## src/rtl/ext_branch_pkg.sv

```systemverilog
// Shared constants and types for the extended greater-than / less-or-equal branch unit
package ext_branch_pkg;

    // ------------------------------------------------------------------
    // Instruction fields (bit 0 of the printed layout is word bit 31)
    // ------------------------------------------------------------------
    localparam logic [5:0] OPC_REG_FORM = 6'h27;
    localparam logic [5:0] OPC_IMM_FORM = 6'h2F;
    localparam logic [3:0] COND_GT      = 4'hC;
    localparam logic [3:0] COND_LE      = 4'hB;
    localparam int         OPC_MSB      = 31;
    localparam int         OPC_LSB      = 26;
    localparam int         SLOT_BIT     = 25;
    localparam int         COND_MSB     = 24;
    localparam int         COND_LSB     = 21;
    localparam int         WIDE_BIT     = 8;
    localparam int         IMM_MSB      = 15;

    // ------------------------------------------------------------------
    // Latencies in core cycles
    // ------------------------------------------------------------------
    typedef logic [3:0] latency_t;
    localparam latency_t LAT_NOT_TAKEN    = 4'h1;
    localparam latency_t LAT_TAKEN_SLOT   = 4'h2;
    localparam latency_t LAT_TAKEN_NOSLOT = 4'h3;
    localparam latency_t LAT_MISP_FAST    = 4'h3;
    localparam latency_t LAT_MISP_SMALL   = 4'h8;
    localparam logic [63:0] PC_STEP       = 64'h4;

    // ------------------------------------------------------------------
    // Size tuning option values and register map
    // ------------------------------------------------------------------
    localparam logic [1:0]  SIZE_OPT_FAST  = 2'h0;
    localparam logic [1:0]  SIZE_OPT_SMALL = 2'h2;
    localparam logic [7:0]  REG_CTRL       = 8'h00;
    localparam logic [7:0]  REG_STAT       = 8'h04;
    localparam logic [7:0]  REG_TGT_LO     = 8'h08;
    localparam logic [7:0]  REG_TGT_HI     = 8'h0C;
    localparam logic [1:0]  CTRL_RESET     = 2'h0;
    localparam logic [2:0]  HSIZE_WORD     = 3'h2;

endpackage

```

## src/rtl/branch_decode_if.sv

```systemverilog
// Carrier between the core of the branch unit and its condition decoder
`timescale 1ns/10ps
interface branch_decode_if;
    logic [31:0] instr;
    logic [63:0] pc;
    logic [63:0] src;
    logic [63:0] ofs;
    logic        prefix_valid;
    logic        prefix_wide;
    logic [47:0] prefix_imm;
    logic        hit;
    logic        is_imm;
    logic        slot;
    logic        wide;
    logic        taken;
    logic [63:0] target;

    modport dec (input instr, pc, src, ofs, prefix_valid, prefix_wide, prefix_imm,
                 output hit, is_imm, slot, wide, taken, target);
    modport core (output instr, pc, src, ofs, prefix_valid, prefix_wide, prefix_imm,
                  input hit, is_imm, slot, wide, taken, target);
endinterface

```

## src/rtl/branch_cond_decoder.sv

```systemverilog
// Field decode, zero compare and target computation for one branch word
`timescale 1ns/10ps
module branch_cond_decoder (
    // Decode carrier
    branch_decode_if.dec b
);
    import ext_branch_pkg::*;

    logic [5:0]  opc;
    logic [3:0]  cond;
    logic [15:0] imm;
    logic [63:0] val;
    logic [63:0] imm_ofs;
    logic        gt;

    // Fields, width choice and signed compare against zero
    always_comb begin
        opc      = b.instr[OPC_MSB:OPC_LSB];
        cond     = b.instr[COND_MSB:COND_LSB];
        imm      = b.instr[IMM_MSB:0];
        b.is_imm = (opc == OPC_IMM_FORM);
        b.hit    = (b.is_imm || opc == OPC_REG_FORM) && (cond == COND_GT || cond == COND_LE);
        b.slot   = b.instr[SLOT_BIT];
        b.wide   = b.is_imm ? (b.prefix_valid && b.prefix_wide)
                            : b.instr[WIDE_BIT];
        val      = b.wide ? b.src : {{32{b.src[31]}}, b.src[31:0]};
        gt       = ($signed(val) > $signed(64'h0));
        b.taken  = b.hit && ((cond == COND_GT) ? gt : !gt);
    end

    // Offset: plain sign extension unless a prefix supplied upper bits
    always_comb begin
        if (!b.prefix_valid) begin
            imm_ofs = {{48{imm[15]}}, imm};
        end else if (b.prefix_wide) begin
            imm_ofs = {b.prefix_imm, imm};
        end else begin
            imm_ofs = {{32{b.prefix_imm[15]}}, b.prefix_imm[15:0], imm};
        end
        b.target = b.taken ? b.pc + (b.is_imm ? imm_ofs : b.ofs)
                           : b.pc + PC_STEP;
    end

endmodule

```

## src/rtl/branch_latency_timer.sv

```systemverilog
// Counts the cycles a branch holds the pipeline and marks the PC update
`timescale 1ns/10ps
module branch_latency_timer (
    // Clock and reset
    input  wire logic                     i_clk,
    input  wire logic                     i_rst_b,
    // Start request
    input  wire logic                     i_start,
    input  wire ext_branch_pkg::latency_t i_latency,
    // Progress
    output logic                          o_busy,
    output logic                          o_done
);
    import ext_branch_pkg::*;

    typedef enum logic {T_IDLE, T_COUNT} timer_state_t;

    timer_state_t state;
    timer_state_t next_state;
    latency_t     remain;
    latency_t     next_remain;
    logic         next_busy;
    logic         next_done;

    // Next state: a one-cycle branch finishes at the start edge itself
    always_comb begin
        next_state  = state;
        next_remain = remain;
        next_busy   = o_busy;
        next_done   = 1'b0;
        unique case (state)
            T_IDLE: begin
                if (i_start) begin
                    if (i_latency <= LAT_NOT_TAKEN) begin
                        next_done = 1'b1;
                    end else begin
                        next_state  = T_COUNT;
                        next_remain = i_latency - LAT_NOT_TAKEN;
                        next_busy   = 1'b1;
                    end
                end
            end
            T_COUNT: begin
                next_remain = remain - LAT_NOT_TAKEN;
                if (remain == LAT_NOT_TAKEN) begin
                    next_state = T_IDLE;
                    next_busy  = 1'b0;
                    next_done  = 1'b1;
                end
            end
        endcase
    end

    // Registers
    always_ff @(posedge i_clk or negedge i_rst_b) begin
        if (!i_rst_b) begin
            state  <= T_IDLE;
            remain <= 4'h0;
            o_busy <= 1'b0;
            o_done <= 1'b0;
        end else begin
            state  <= next_state;
            remain <= next_remain;
            o_busy <= next_busy;
            o_done <= next_done;
        end
    end

endmodule

```

## src/rtl/ext_branch_gt_le_unit.sv

```systemverilog
// Extended-address branch unit for greater-than and less-or-equal zero tests
//
// Functional notes
// - Greater-than taken when operand above zero
// - Less-or-equal taken when operand not above zero
// - Register form wide bit picks 64-bit compare
// - Delay variants carry the wait-slot bit
// - Taken with slot lets next instruction finish
// - Taken without slot skips next instruction
// - Immediate target is PC plus extended offset
// - Wide compare only after wide prefix
// - No prefix: sign-extend 16-bit offset
// - Prefix bits join the offset field
// - Register latency one, two or three cycles
// - Good prediction one cycle, fast mispredict three
// - Small-size mispredict costs seven to nine cycles
//
// The implementer's own choices: the AHB-Lite register port and the register offsets.
`timescale 1ns/10ps
module ext_branch_gt_le_unit (
    // Clock and reset
    input  wire logic        I_SYS_CLK,
    input  wire logic        I_RST_B,
    // Issued instruction and operands
    input  wire logic        I_INSTR_VALID,
    input  wire logic [31:0] I_INSTR,
    input  wire logic [63:0] I_PC,
    input  wire logic [63:0] I_SRC_VAL,
    input  wire logic [63:0] I_OFS_VAL,
    // Preceding prefix instruction
    input  wire logic        I_PREFIX_VALID,
    input  wire logic        I_PREFIX_WIDE,
    input  wire logic [47:0] I_PREFIX_IMM,
    // Branch prediction
    input  wire logic        I_PREDICT_VALID,
    input  wire logic        I_PREDICT_TAKEN,
    // Pipeline control
    output logic             O_BUSY,
    output logic             O_PC_WE,
    output logic [63:0]      O_NEXT_PC,
    output logic             O_TAKEN,
    output logic             O_SLOT_EXEC,
    output logic             O_FLUSH,
    // AHB-Lite slave
    input  wire logic        I_HSEL,
    input  wire logic [31:0] I_HADDR,
    input  wire logic [1:0]  I_HTRANS,
    input  wire logic        I_HWRITE,
    input  wire logic [2:0]  I_HSIZE,
    input  wire logic        I_HREADY,
    input  wire logic [31:0] I_HWDATA,
    output logic [31:0]      O_HRDATA,
    output logic             O_HREADYOUT,
    output logic             O_HRESP
);
    import ext_branch_pkg::*;

    // ------------------------------------------------------------------
    // Decode
    // ------------------------------------------------------------------
    branch_decode_if dec ();

    assign dec.instr        = I_INSTR;
    assign dec.pc           = I_PC;
    assign dec.src          = I_SRC_VAL;
    assign dec.ofs          = I_OFS_VAL;
    assign dec.prefix_valid = I_PREFIX_VALID;
    assign dec.prefix_wide  = I_PREFIX_WIDE;
    assign dec.prefix_imm   = I_PREFIX_IMM;

    branch_cond_decoder u_dec (
        .b (dec.dec)
    );

    // ------------------------------------------------------------------
    // Issue and latency choice
    // ------------------------------------------------------------------
    logic        accept;
    logic        mispredict;
    latency_t    lat;
    logic [1:0]  size_opt;

    // New branch only while the previous one is not holding the pipe
    always_comb begin
        accept     = I_INSTR_VALID && dec.hit && !O_BUSY;
        mispredict = dec.is_imm && I_PREDICT_VALID && (I_PREDICT_TAKEN != dec.taken);
        if (dec.is_imm && I_PREDICT_VALID && !mispredict) begin
            lat = LAT_NOT_TAKEN;
        end else if (mispredict) begin
            lat = (size_opt == SIZE_OPT_SMALL) ? LAT_MISP_SMALL
                                               : LAT_MISP_FAST;
        end else if (!dec.taken) begin
            lat = LAT_NOT_TAKEN;
        end else if (dec.slot) begin
            lat = LAT_TAKEN_SLOT;
        end else begin
            lat = LAT_TAKEN_NOSLOT;
        end
    end

    // Timer owns busy and the PC write strobe
    branch_latency_timer u_timer (
        .i_clk     (I_SYS_CLK),
        .i_rst_b   (I_RST_B),
        .i_start   (accept),
        .i_latency (lat),
        .o_busy    (O_BUSY),
        .o_done    (O_PC_WE)
    );

    // ------------------------------------------------------------------
    // Result registers
    // ------------------------------------------------------------------
    logic [63:0] next_next_pc;
    logic        next_taken;
    logic        next_slot_exec;
    logic        next_flush;
    logic [15:0] taken_cnt;
    logic [15:0] next_taken_cnt;

    // Target is held from issue so it is stable when the strobe fires
    always_comb begin
        next_next_pc   = O_NEXT_PC;
        next_taken     = O_TAKEN;
        next_slot_exec = 1'b0;
        next_flush     = 1'b0;
        next_taken_cnt = taken_cnt;
        if (accept) begin
            next_next_pc   = dec.target;
            next_taken     = dec.taken;
            next_slot_exec = dec.taken && dec.slot;
            // A mispredicted taken branch with a slot still lets the slot finish
            next_flush     = dec.taken ? !dec.slot : mispredict;
            next_taken_cnt = taken_cnt + {15'h0, dec.taken};
        end
    end

    always_ff @(posedge I_SYS_CLK or negedge I_RST_B) begin
        if (!I_RST_B) begin
            O_NEXT_PC   <= 64'h0;
            O_TAKEN     <= 1'b0;
            O_SLOT_EXEC <= 1'b0;
            O_FLUSH     <= 1'b0;
            taken_cnt   <= 16'h0;
        end else begin
            O_NEXT_PC   <= next_next_pc;
            O_TAKEN     <= next_taken;
            O_SLOT_EXEC <= next_slot_exec;
            O_FLUSH     <= next_flush;
            taken_cnt   <= next_taken_cnt;
        end
    end

    // ------------------------------------------------------------------
    // AHB-Lite register slave
    // ------------------------------------------------------------------
    logic        ap;
    logic        wr_pend;
    logic        next_wr_pend;
    logic [7:0]  addr_q;
    logic [7:0]  next_addr_q;
    logic [1:0]  next_size_opt;
    logic [31:0] next_rdata;
    logic [31:0] rd_mux;

    // Zero wait states: read data is prepared in the address phase,
    // forwarding a control write still in its data phase
    always_comb begin
        ap            = I_HSEL && I_HTRANS[1] && I_HREADY && (I_HSIZE == HSIZE_WORD);
        next_wr_pend  = ap && I_HWRITE;
        next_addr_q   = ap ? I_HADDR[7:0] : addr_q;
        next_size_opt = size_opt;
        if (wr_pend && addr_q == REG_CTRL) begin
            next_size_opt = I_HWDATA[1:0];
        end
        unique case (I_HADDR[7:0])
            REG_CTRL:   rd_mux = {30'h0, next_size_opt};
            REG_STAT:   rd_mux = {taken_cnt, 14'h0, O_TAKEN, O_BUSY};
            REG_TGT_LO: rd_mux = O_NEXT_PC[31:0];
            REG_TGT_HI: rd_mux = O_NEXT_PC[63:32];
            default:    rd_mux = 32'h0;
        endcase
        next_rdata = (ap && !I_HWRITE) ? rd_mux : 32'h0;
    end

    always_ff @(posedge I_SYS_CLK or negedge I_RST_B) begin
        if (!I_RST_B) begin
            wr_pend     <= 1'b0;
            addr_q      <= 8'h00;
            size_opt    <= CTRL_RESET;
            O_HRDATA    <= 32'h0;
            O_HREADYOUT <= 1'b1;
            O_HRESP     <= 1'b0;
        end else begin
            wr_pend     <= next_wr_pend;
            addr_q      <= next_addr_q;
            size_opt    <= next_size_opt;
            O_HRDATA    <= next_rdata;
            O_HREADYOUT <= 1'b1;
            O_HRESP     <= 1'b0;
        end
    end

    // ------------------------------------------------------------------
    // Assertions and cover points
    // ------------------------------------------------------------------
    logic is_gt;
    logic is_reg;

    assign is_gt  = (I_INSTR[COND_MSB:COND_LSB] == COND_GT);
    assign is_reg = (I_INSTR[OPC_MSB:OPC_LSB] == OPC_REG_FORM);
endmodule

```

## config.mk

```make
export PLATFORM = sky130hd
export DESIGN_NAME = ext_branch_gt_le_unit
export DESIGN_NICKNAME = d
export VERILOG_FILES = /design/src/rtl/ext_branch_pkg.sv /design/src/rtl/branch_decode_if.sv /design/src/rtl/branch_cond_decoder.sv /design/src/rtl/branch_latency_timer.sv /design/src/rtl/ext_branch_gt_le_unit.sv
export SDC_FILE = /design/constraint.sdc
export NUM_CORES = 1
export LEC_CHECK = 0
export BUFFER_PORTS_ARGS = -buffer_cell sky130_fd_sc_hd__buf_2
export CAP_MARGIN = 20
export CORE_ASPECT_RATIO = 1.1
export CORE_MARGIN = 3
export CORE_UTILIZATION = 40
export CTS_CLUSTER_SIZE = 24
export DETAILED_ROUTE_END_ITERATION = 10
export PLACE_DENSITY = 0.65
export RECOVER_POWER = 100
export SLEW_MARGIN = 20
export SYNTH_ARGS = -nofsm -noshare
export SYNTH_HDL_FRONTEND = slang
export SYNTH_SLANG_ARGS = --single-unit
```

## constraint.sdc

```tcl
create_clock -name I_SYS_CLK -period 2.91 [get_ports I_SYS_CLK]
set_clock_uncertainty 0.15 [all_clocks]
set_input_delay 0 -clock I_SYS_CLK [delete_from_list [all_inputs] [get_ports I_SYS_CLK]]
set_output_delay 0 -clock I_SYS_CLK [all_outputs]
set_load 0.05 [all_outputs]
```

Word-level counts from Yosys, hierarchy flattened
Index checks and enable logic that the tools add are counted.
{"block": "word_totals", "regBits": 133, "in_bits": 351, "out_inout_bits": 103, "wordCells": 94}
{"block": "classes", "n_addsub": 5, "n_lt_le_gt_ge": 2, "eq_ne": 14, "n_mux": 33, "bitwise_logic": 1, "reduce_logical": 26}
{"operator": "64-bit 2-to-1 mux", "n": 5}
{"operator": "32-bit one-hot mux with 4 select lines", "n": 1}
{"operator": "64-bit by 3-bit adder with 64-bit output (second input constant)", "n": 1}
{"operator": "64-bit adder", "n": 1}
{"operator": "64-bit by 1-bit > comparator with 1-bit output (second input constant)", "n": 1}
{"operator": "32-bit 2-to-1 mux", "n": 1}
{"operator": "4-bit 2-to-1 mux", "n": 5}
{"operator": "16-bit by 1-bit adder with 16-bit output", "n": 1}
{"operator": "8-bit by 4-bit == test with 1-bit output (second input constant)", "n": 2}
{"operator": "8-bit logical NOT", "n": 2}
{"operator": "1-bit logical AND", "n": 15}
{"operator": "1-bit 2-to-1 mux", "n": 15}
{"operator": "6-bit == test (second input constant)", "n": 2}
{"operator": "4-bit == test (second input constant)", "n": 2}
{"operator": "8-bit by 3-bit == test with 1-bit output (second input constant)", "n": 1}
{"operator": "4-bit one-hot mux with 2 select lines", "n": 1}
{"operator": "4-bit by 1-bit subtractor with 4-bit output (second input constant)", "n": 2}
{"operator": "2-bit != test (second input constant)", "n": 3}
{"operator": "1-bit one-hot mux with 2 select lines", "n": 3}
{"operator": "1-bit logical NOT", "n": 5}
{"operator": "4-bit by 1-bit == test with 1-bit output (second input constant)", "n": 1}
{"operator": "4-bit by 1-bit less-or-equal comparator with 1-bit output (second input constant)", "n": 1}
{"operator": "2-bit 2-to-1 mux", "n": 2}
{"operator": "3-bit by 2-bit == test with 1-bit output (second input constant)", "n": 1}
{"operator": "6 further kinds", "n": 7}

Logic depth before layout (Yosys ltp)
{"block": "depth", "ltp_word": 16, "depth_mapped": 20, "ltp_nobuf": 17}

Cells and area by module
A second synthesis with hierarchy kept.
{"block": "unflattened", "hier_cells": 1563, "hier_area_um2": 12433.2}
{"module": "branch_cond_decoder", "n_inst": 1, "cells_each": 1131, "area_each_um2": 6695.2, "seq_area_each_um2": 0.0}
{"module": "ext_branch_gt_le_unit", "n_inst": 1, "cells_each": 384, "area_each_um2": 5282.6, "seq_area_each_um2": 3153.0}
{"module": "branch_latency_timer", "n_inst": 1, "cells_each": 48, "area_each_um2": 455.4, "seq_area_each_um2": 175.2}

Worst setup path before layout
Ideal clock, no wire load.
{"block": "synth_path", "kind": "input -> register", "from": "input port I_INSTR[31]", "to": "register O_NEXT_PC[60]", "setup_time_ps": 69, "arrival_time_ps": 3519, "t_required_ps": 2691, "slack_ps": -828, "stages": 19, "path_buffers": 2, "cell_sequence": "nor2b_1 -> and4_1 -> and2_1 -> buf_2 -> buf_1 -> nand2_1 -> nand2_1 -> ha_1 -> fa_1 -> a211oi_1 -> o21ai_0 -> a31oi_1 -> o211ai_1 -> a221oi_2 -> o31ai_1 -> a211oi_2 -> o21ai_1 -> or3_1 -> nand3_1"}
{"block": "synth_between", "elab_chain_cells": 8, "word_cells_on_any_way": 15, "cone_classes": "add/sub (1); order compare (1); eq/ne (2); mux (5); reduce/logical (6)"}
{"element": "from (decl)", "line_no": "ext_branch_gt_le_unit.sv:26", "source": "input wire logic [31:0] I_INSTR,"}
{"element": "6-bit == test", "line_no": "branch_cond_decoder.sv:21", "source": "b.is_imm = (opc == OPC_IMM_FORM);"}
{"element": "1-bit 2-to-1 mux", "line_no": "branch_cond_decoder.sv:24", "source": "b.wide = b.is_imm ? (b.prefix_valid && b.prefix_wide)"}
{"element": "64-bit 2-to-1 mux", "line_no": "branch_cond_decoder.sv:26", "source": "val = b.wide ? b.src : {{32{b.src[31]}}, b.src[31:0]};"}
{"element": "64-bit by 1-bit > comparator with 1-bit output", "line_no": "branch_cond_decoder.sv:27", "source": "gt = ($signed(val) > $signed(64'h0));"}
{"element": "1-bit logical NOT", "line_no": "branch_cond_decoder.sv:28", "source": "b.taken = b.hit && ((cond == COND_GT) ? gt : !gt);"}
{"element": "1-bit 2-to-1 mux", "line_no": "branch_cond_decoder.sv:28"}
{"element": "1-bit logical AND", "line_no": "branch_cond_decoder.sv:28"}
{"element": "64-bit 2-to-1 mux", "line_no": "branch_cond_decoder.sv:40", "source": "b.target = b.taken ? b.pc + (b.is_imm ? imm_ofs : b.ofs)"}
{"element": "to (signal assigned)", "line_no": "ext_branch_gt_le_unit.sv:146", "source": "O_NEXT_PC <= next_next_pc;"}
{"element": "to (decl)", "line_no": "ext_branch_gt_le_unit.sv:40", "source": "output logic [63:0] O_NEXT_PC,"}
Several ways; a longest one is shown, not always the timed one.
A chain may end at the register's enable or synchronous reset.

Worst setup path after layout
{"block": "layout_path", "from": "input port I_INSTR[30]", "to": "register O_NEXT_PC[36]"}
The elaborated chain is that of the path after synthesis.

==> results.md <==
- Crit-path cells: buf_2, nor2b_1, and4_4, nand2_4, buf_12, buf_12, nand2_2, nand2_2, ha_4, fa_2, a211oi_4, o21ai_2, a31oi_1, o211ai_1, a221oi_2, buf_4, nor2_1, or2_4, xor2_1, mux2i_2, a21oi_1
- Unrepaired setup endpoints after global routing: true
- Cell Area, Placed: around 17000 sq um
- Worst Setup Start Kind: input pin
- Clk sinks: between 100 and 150
- # Max-Cap Violations: 1
- DPL Wire Length: about 41 mm
- Drt first pass iters: 7
- Worst slew pin tran: 1.99 ns
- Area leader, netlist: dfrtp_1
- Area growth from synthesis to final layout: 56.6%
- Initial antenna violation count: 1
- Remaining global-route overflow: 0
- Pre-CTS setup slack: -1.10 ns
- Fmax: 301 MHz
- Final Setup Violations: 35
- Worst vdd ir: around 0.00032 V
- CTS Root Cell: clkbuf_16
- Cell Area, Synth: 12100 sq um
- Post-layout nets: 2753
- Synth async-reset ratio: 1.00
- Die W: 172 um
- Status: complete, but fails checks
- Hold Path Class: input pin to flip-flop
- Wirelength per Cell: 18.7 um
- Final worst slack: -0.412 ns
- Clk_lat worst skew: 0.43 ns
- Fin cells: 2720
- Setup CP Type: input pin to flip-flop
- Die area: 32400 sq um
- Minimum clock period: 3.32 ns
- Synth cell types: 78
- Worst-path clk slew: 0.07 ns
- Yosys top cell area share: 0.275
- Slowest stage delay, CP: approximately 0.36 ns
- First-pass GRT wire length: 76.5 mm
- Critical path arrival: 3.47 ns
- Final hold violations: 0
- ANT nets after route: 0
- Largest net degree at the start of global routing: 80
- CP Data Required Time: 3.05 ns
- Headroom to the max-slew limit: -0.325
- Final period util: 1.14
- Worst path slowest cell: fa_2
- Drt total wl: a little over 50 mm
- Vias in the first global route: 14627
- CTS tree: done
- Synth Flop Type: dfrtp_1
- Total track usage: 0.299
- Max clock buf depth: 2
- Number of enable flip-flop cells after synthesis: 0
- LEAKAGE: 0.00896 uW
- I/O Pins: 454
- Share of cells above drive strength 1: 0.371
- Routed vias: 14897
- Register area share after synthesis: 0.275
- Synth top area cells: dfrtp_1 (28%), nand2_1 (10%), ha_1 (7.1%)
- Fill cells: between 2000 and 3000
- Initial drt markers: 1119
- WHS: 0.00353 ns
- Core footprint: 29700 sq um
- Synth top cells by count: nand2_1 (328), o21ai_0 (160), nor2_1 (140)
- PwrDens: 369 nW/um^2
- Crit end category: flip-flop
- Vias/cell: between 5 and 6
- Synth warn: 0
- Row cnt: 66
- Mean post-synth cell area: 7.50 sq um
- CP max FO: 23
- Mapped Cells: 1613
- Num CTS Buffers: 17
- Starting density of the core: 0.407
- Pins over their slew limit: 80
- IO buf count: 391
- Sequential cell area: 3330 sq um
- Die Y: 188 um
- Final instance area: 18900 sq um
- Synth Register Bits: around 130
- Pwr Total: 6990 uW
- Most frequent cell after synthesis: nand2_1
- Slack of the worst reg-to-reg path: about 0.54 ns
- Syn nets: 2034
- Placed insts: 2616
- GPL Wtd Cong: 1.00
- H-tree Lvls: 4
- Failing checks: max-capacitance violations, max-slew violations, negative setup slack
- DRC: 0
- Multi-input gate area: between 9000 and 10000 sq um
[critical path, delay by kind of cell]
family	cells	cell delay, ns
AOI/OAI and AO/OA	6	1.09
muxes	1	0.30
adders and majority gates	2	0.53
xor gates and xnor gates	1	0.15
and+or+nand+nor	7	0.83
buffers and inverters	4	0.54
[cell type report]
class | instances | share of cell area
Timing Repair Buffer | 793 | 0.271
Clock buffer | 17 | 0.0225
Tap cell | 374 | 0.0247
Inverter | 22 | 0.00436
Multi-Input combinational cell | 1365 | 0.492
Clock inverter | 15 | 0.00964
Sequential cell | 133 | 0.176
Antenna cell | 1 | 0.000132
[path summary, 6_finish.rpt]
path | from | endpoint | depth (start not counted)
max | I_INSTR[30] | O_NEXT_PC[36] | 21
min | I_HADDR[2] | O_HRDATA[4] | 3
max reg2reg | u_timer.o_busy | O_NEXT_PC[61] | 5
min reg2reg | taken_cnt[15] | taken_cnt[15] | 1
max in group asynchronous | I_RST_B | u_timer.remain[3] | 3
min in group asynchronous | I_RST_B | O_HRDATA[29] | 2
[report_power, final]
group          internal (uW)  switching [uW]
registers               1940             104
logic                   1290            1460
clock network           1230             978
[metrics by stage]
step / TNS [ns] / utilization
after floorplan: -5.77 / -
after global placement: -43.01 / 0.573
after detailed placement: -47.66 / 0.573
after CTS: -6.50 / 0.624
after global routing: -12.52 / 0.637
final: -6.24 / 0.637
[metal layers]
layer	GRT usage	share of wire	vias to the layer above
met2	0.493	0.47	576
met4	0.104	0.035	0
met3	0.0476	0.062	91
li1	-	-	7171
met5	0	0	-
met1	0.397	0.44	7059
[state kept, by name, indices dropped and copies added (netlist names)]
register        cells
size_opt            2
O_HRDATA           32
taken_cnt          16
wr_pend             1
addr_q              8
u_timer.o_done      1
u_timer.state       1
O_TAKEN             1
u_timer.o_busy      1
O_FLUSH             1
O_NEXT_PC          64
O_SLOT_EXEC         1
u_timer.remain      4
[layout by cell type (no fill, tap or decap), drive strengths merged, types with 25 or more instances in the layout]
cell type and instances:
xnor2 64, xor2 69, dfrtp 133, nand4 40, nor2 140, buf 632
a21o 31, o21ai 163, nand2 328, nand3 43, inv 29, dlygate4sd3 54
mux2 29, a21oi 125, nor4 25, clkbuf 124, ha 69
[what timing repair did]
action | CTS | global route
hold buffers | 54 | 0
endpoints found under the hold margin | 132 | 0
pin swaps | 26 | 50
gates resized for setup | 82 | 116
setup buffers | 7 | 11
endpoints found under the setup margin | 50 | 57
[cells by family after synthesis]
kind of cell	after synthesis	synth area share
AND/OR/NAND/NOR	668	0.247
flip-flops	133	0.275
buffers and inverters	115	0.0380
multiplexers	52	0.0481
adder cells (fa/ha/maj)	70	0.0730
XOR/XNOR	133	0.0963
other	2	0.000621
AO/OA/AOI/OAI	440	0.222
No activity file was read; power rests on OpenSTA's default activity.
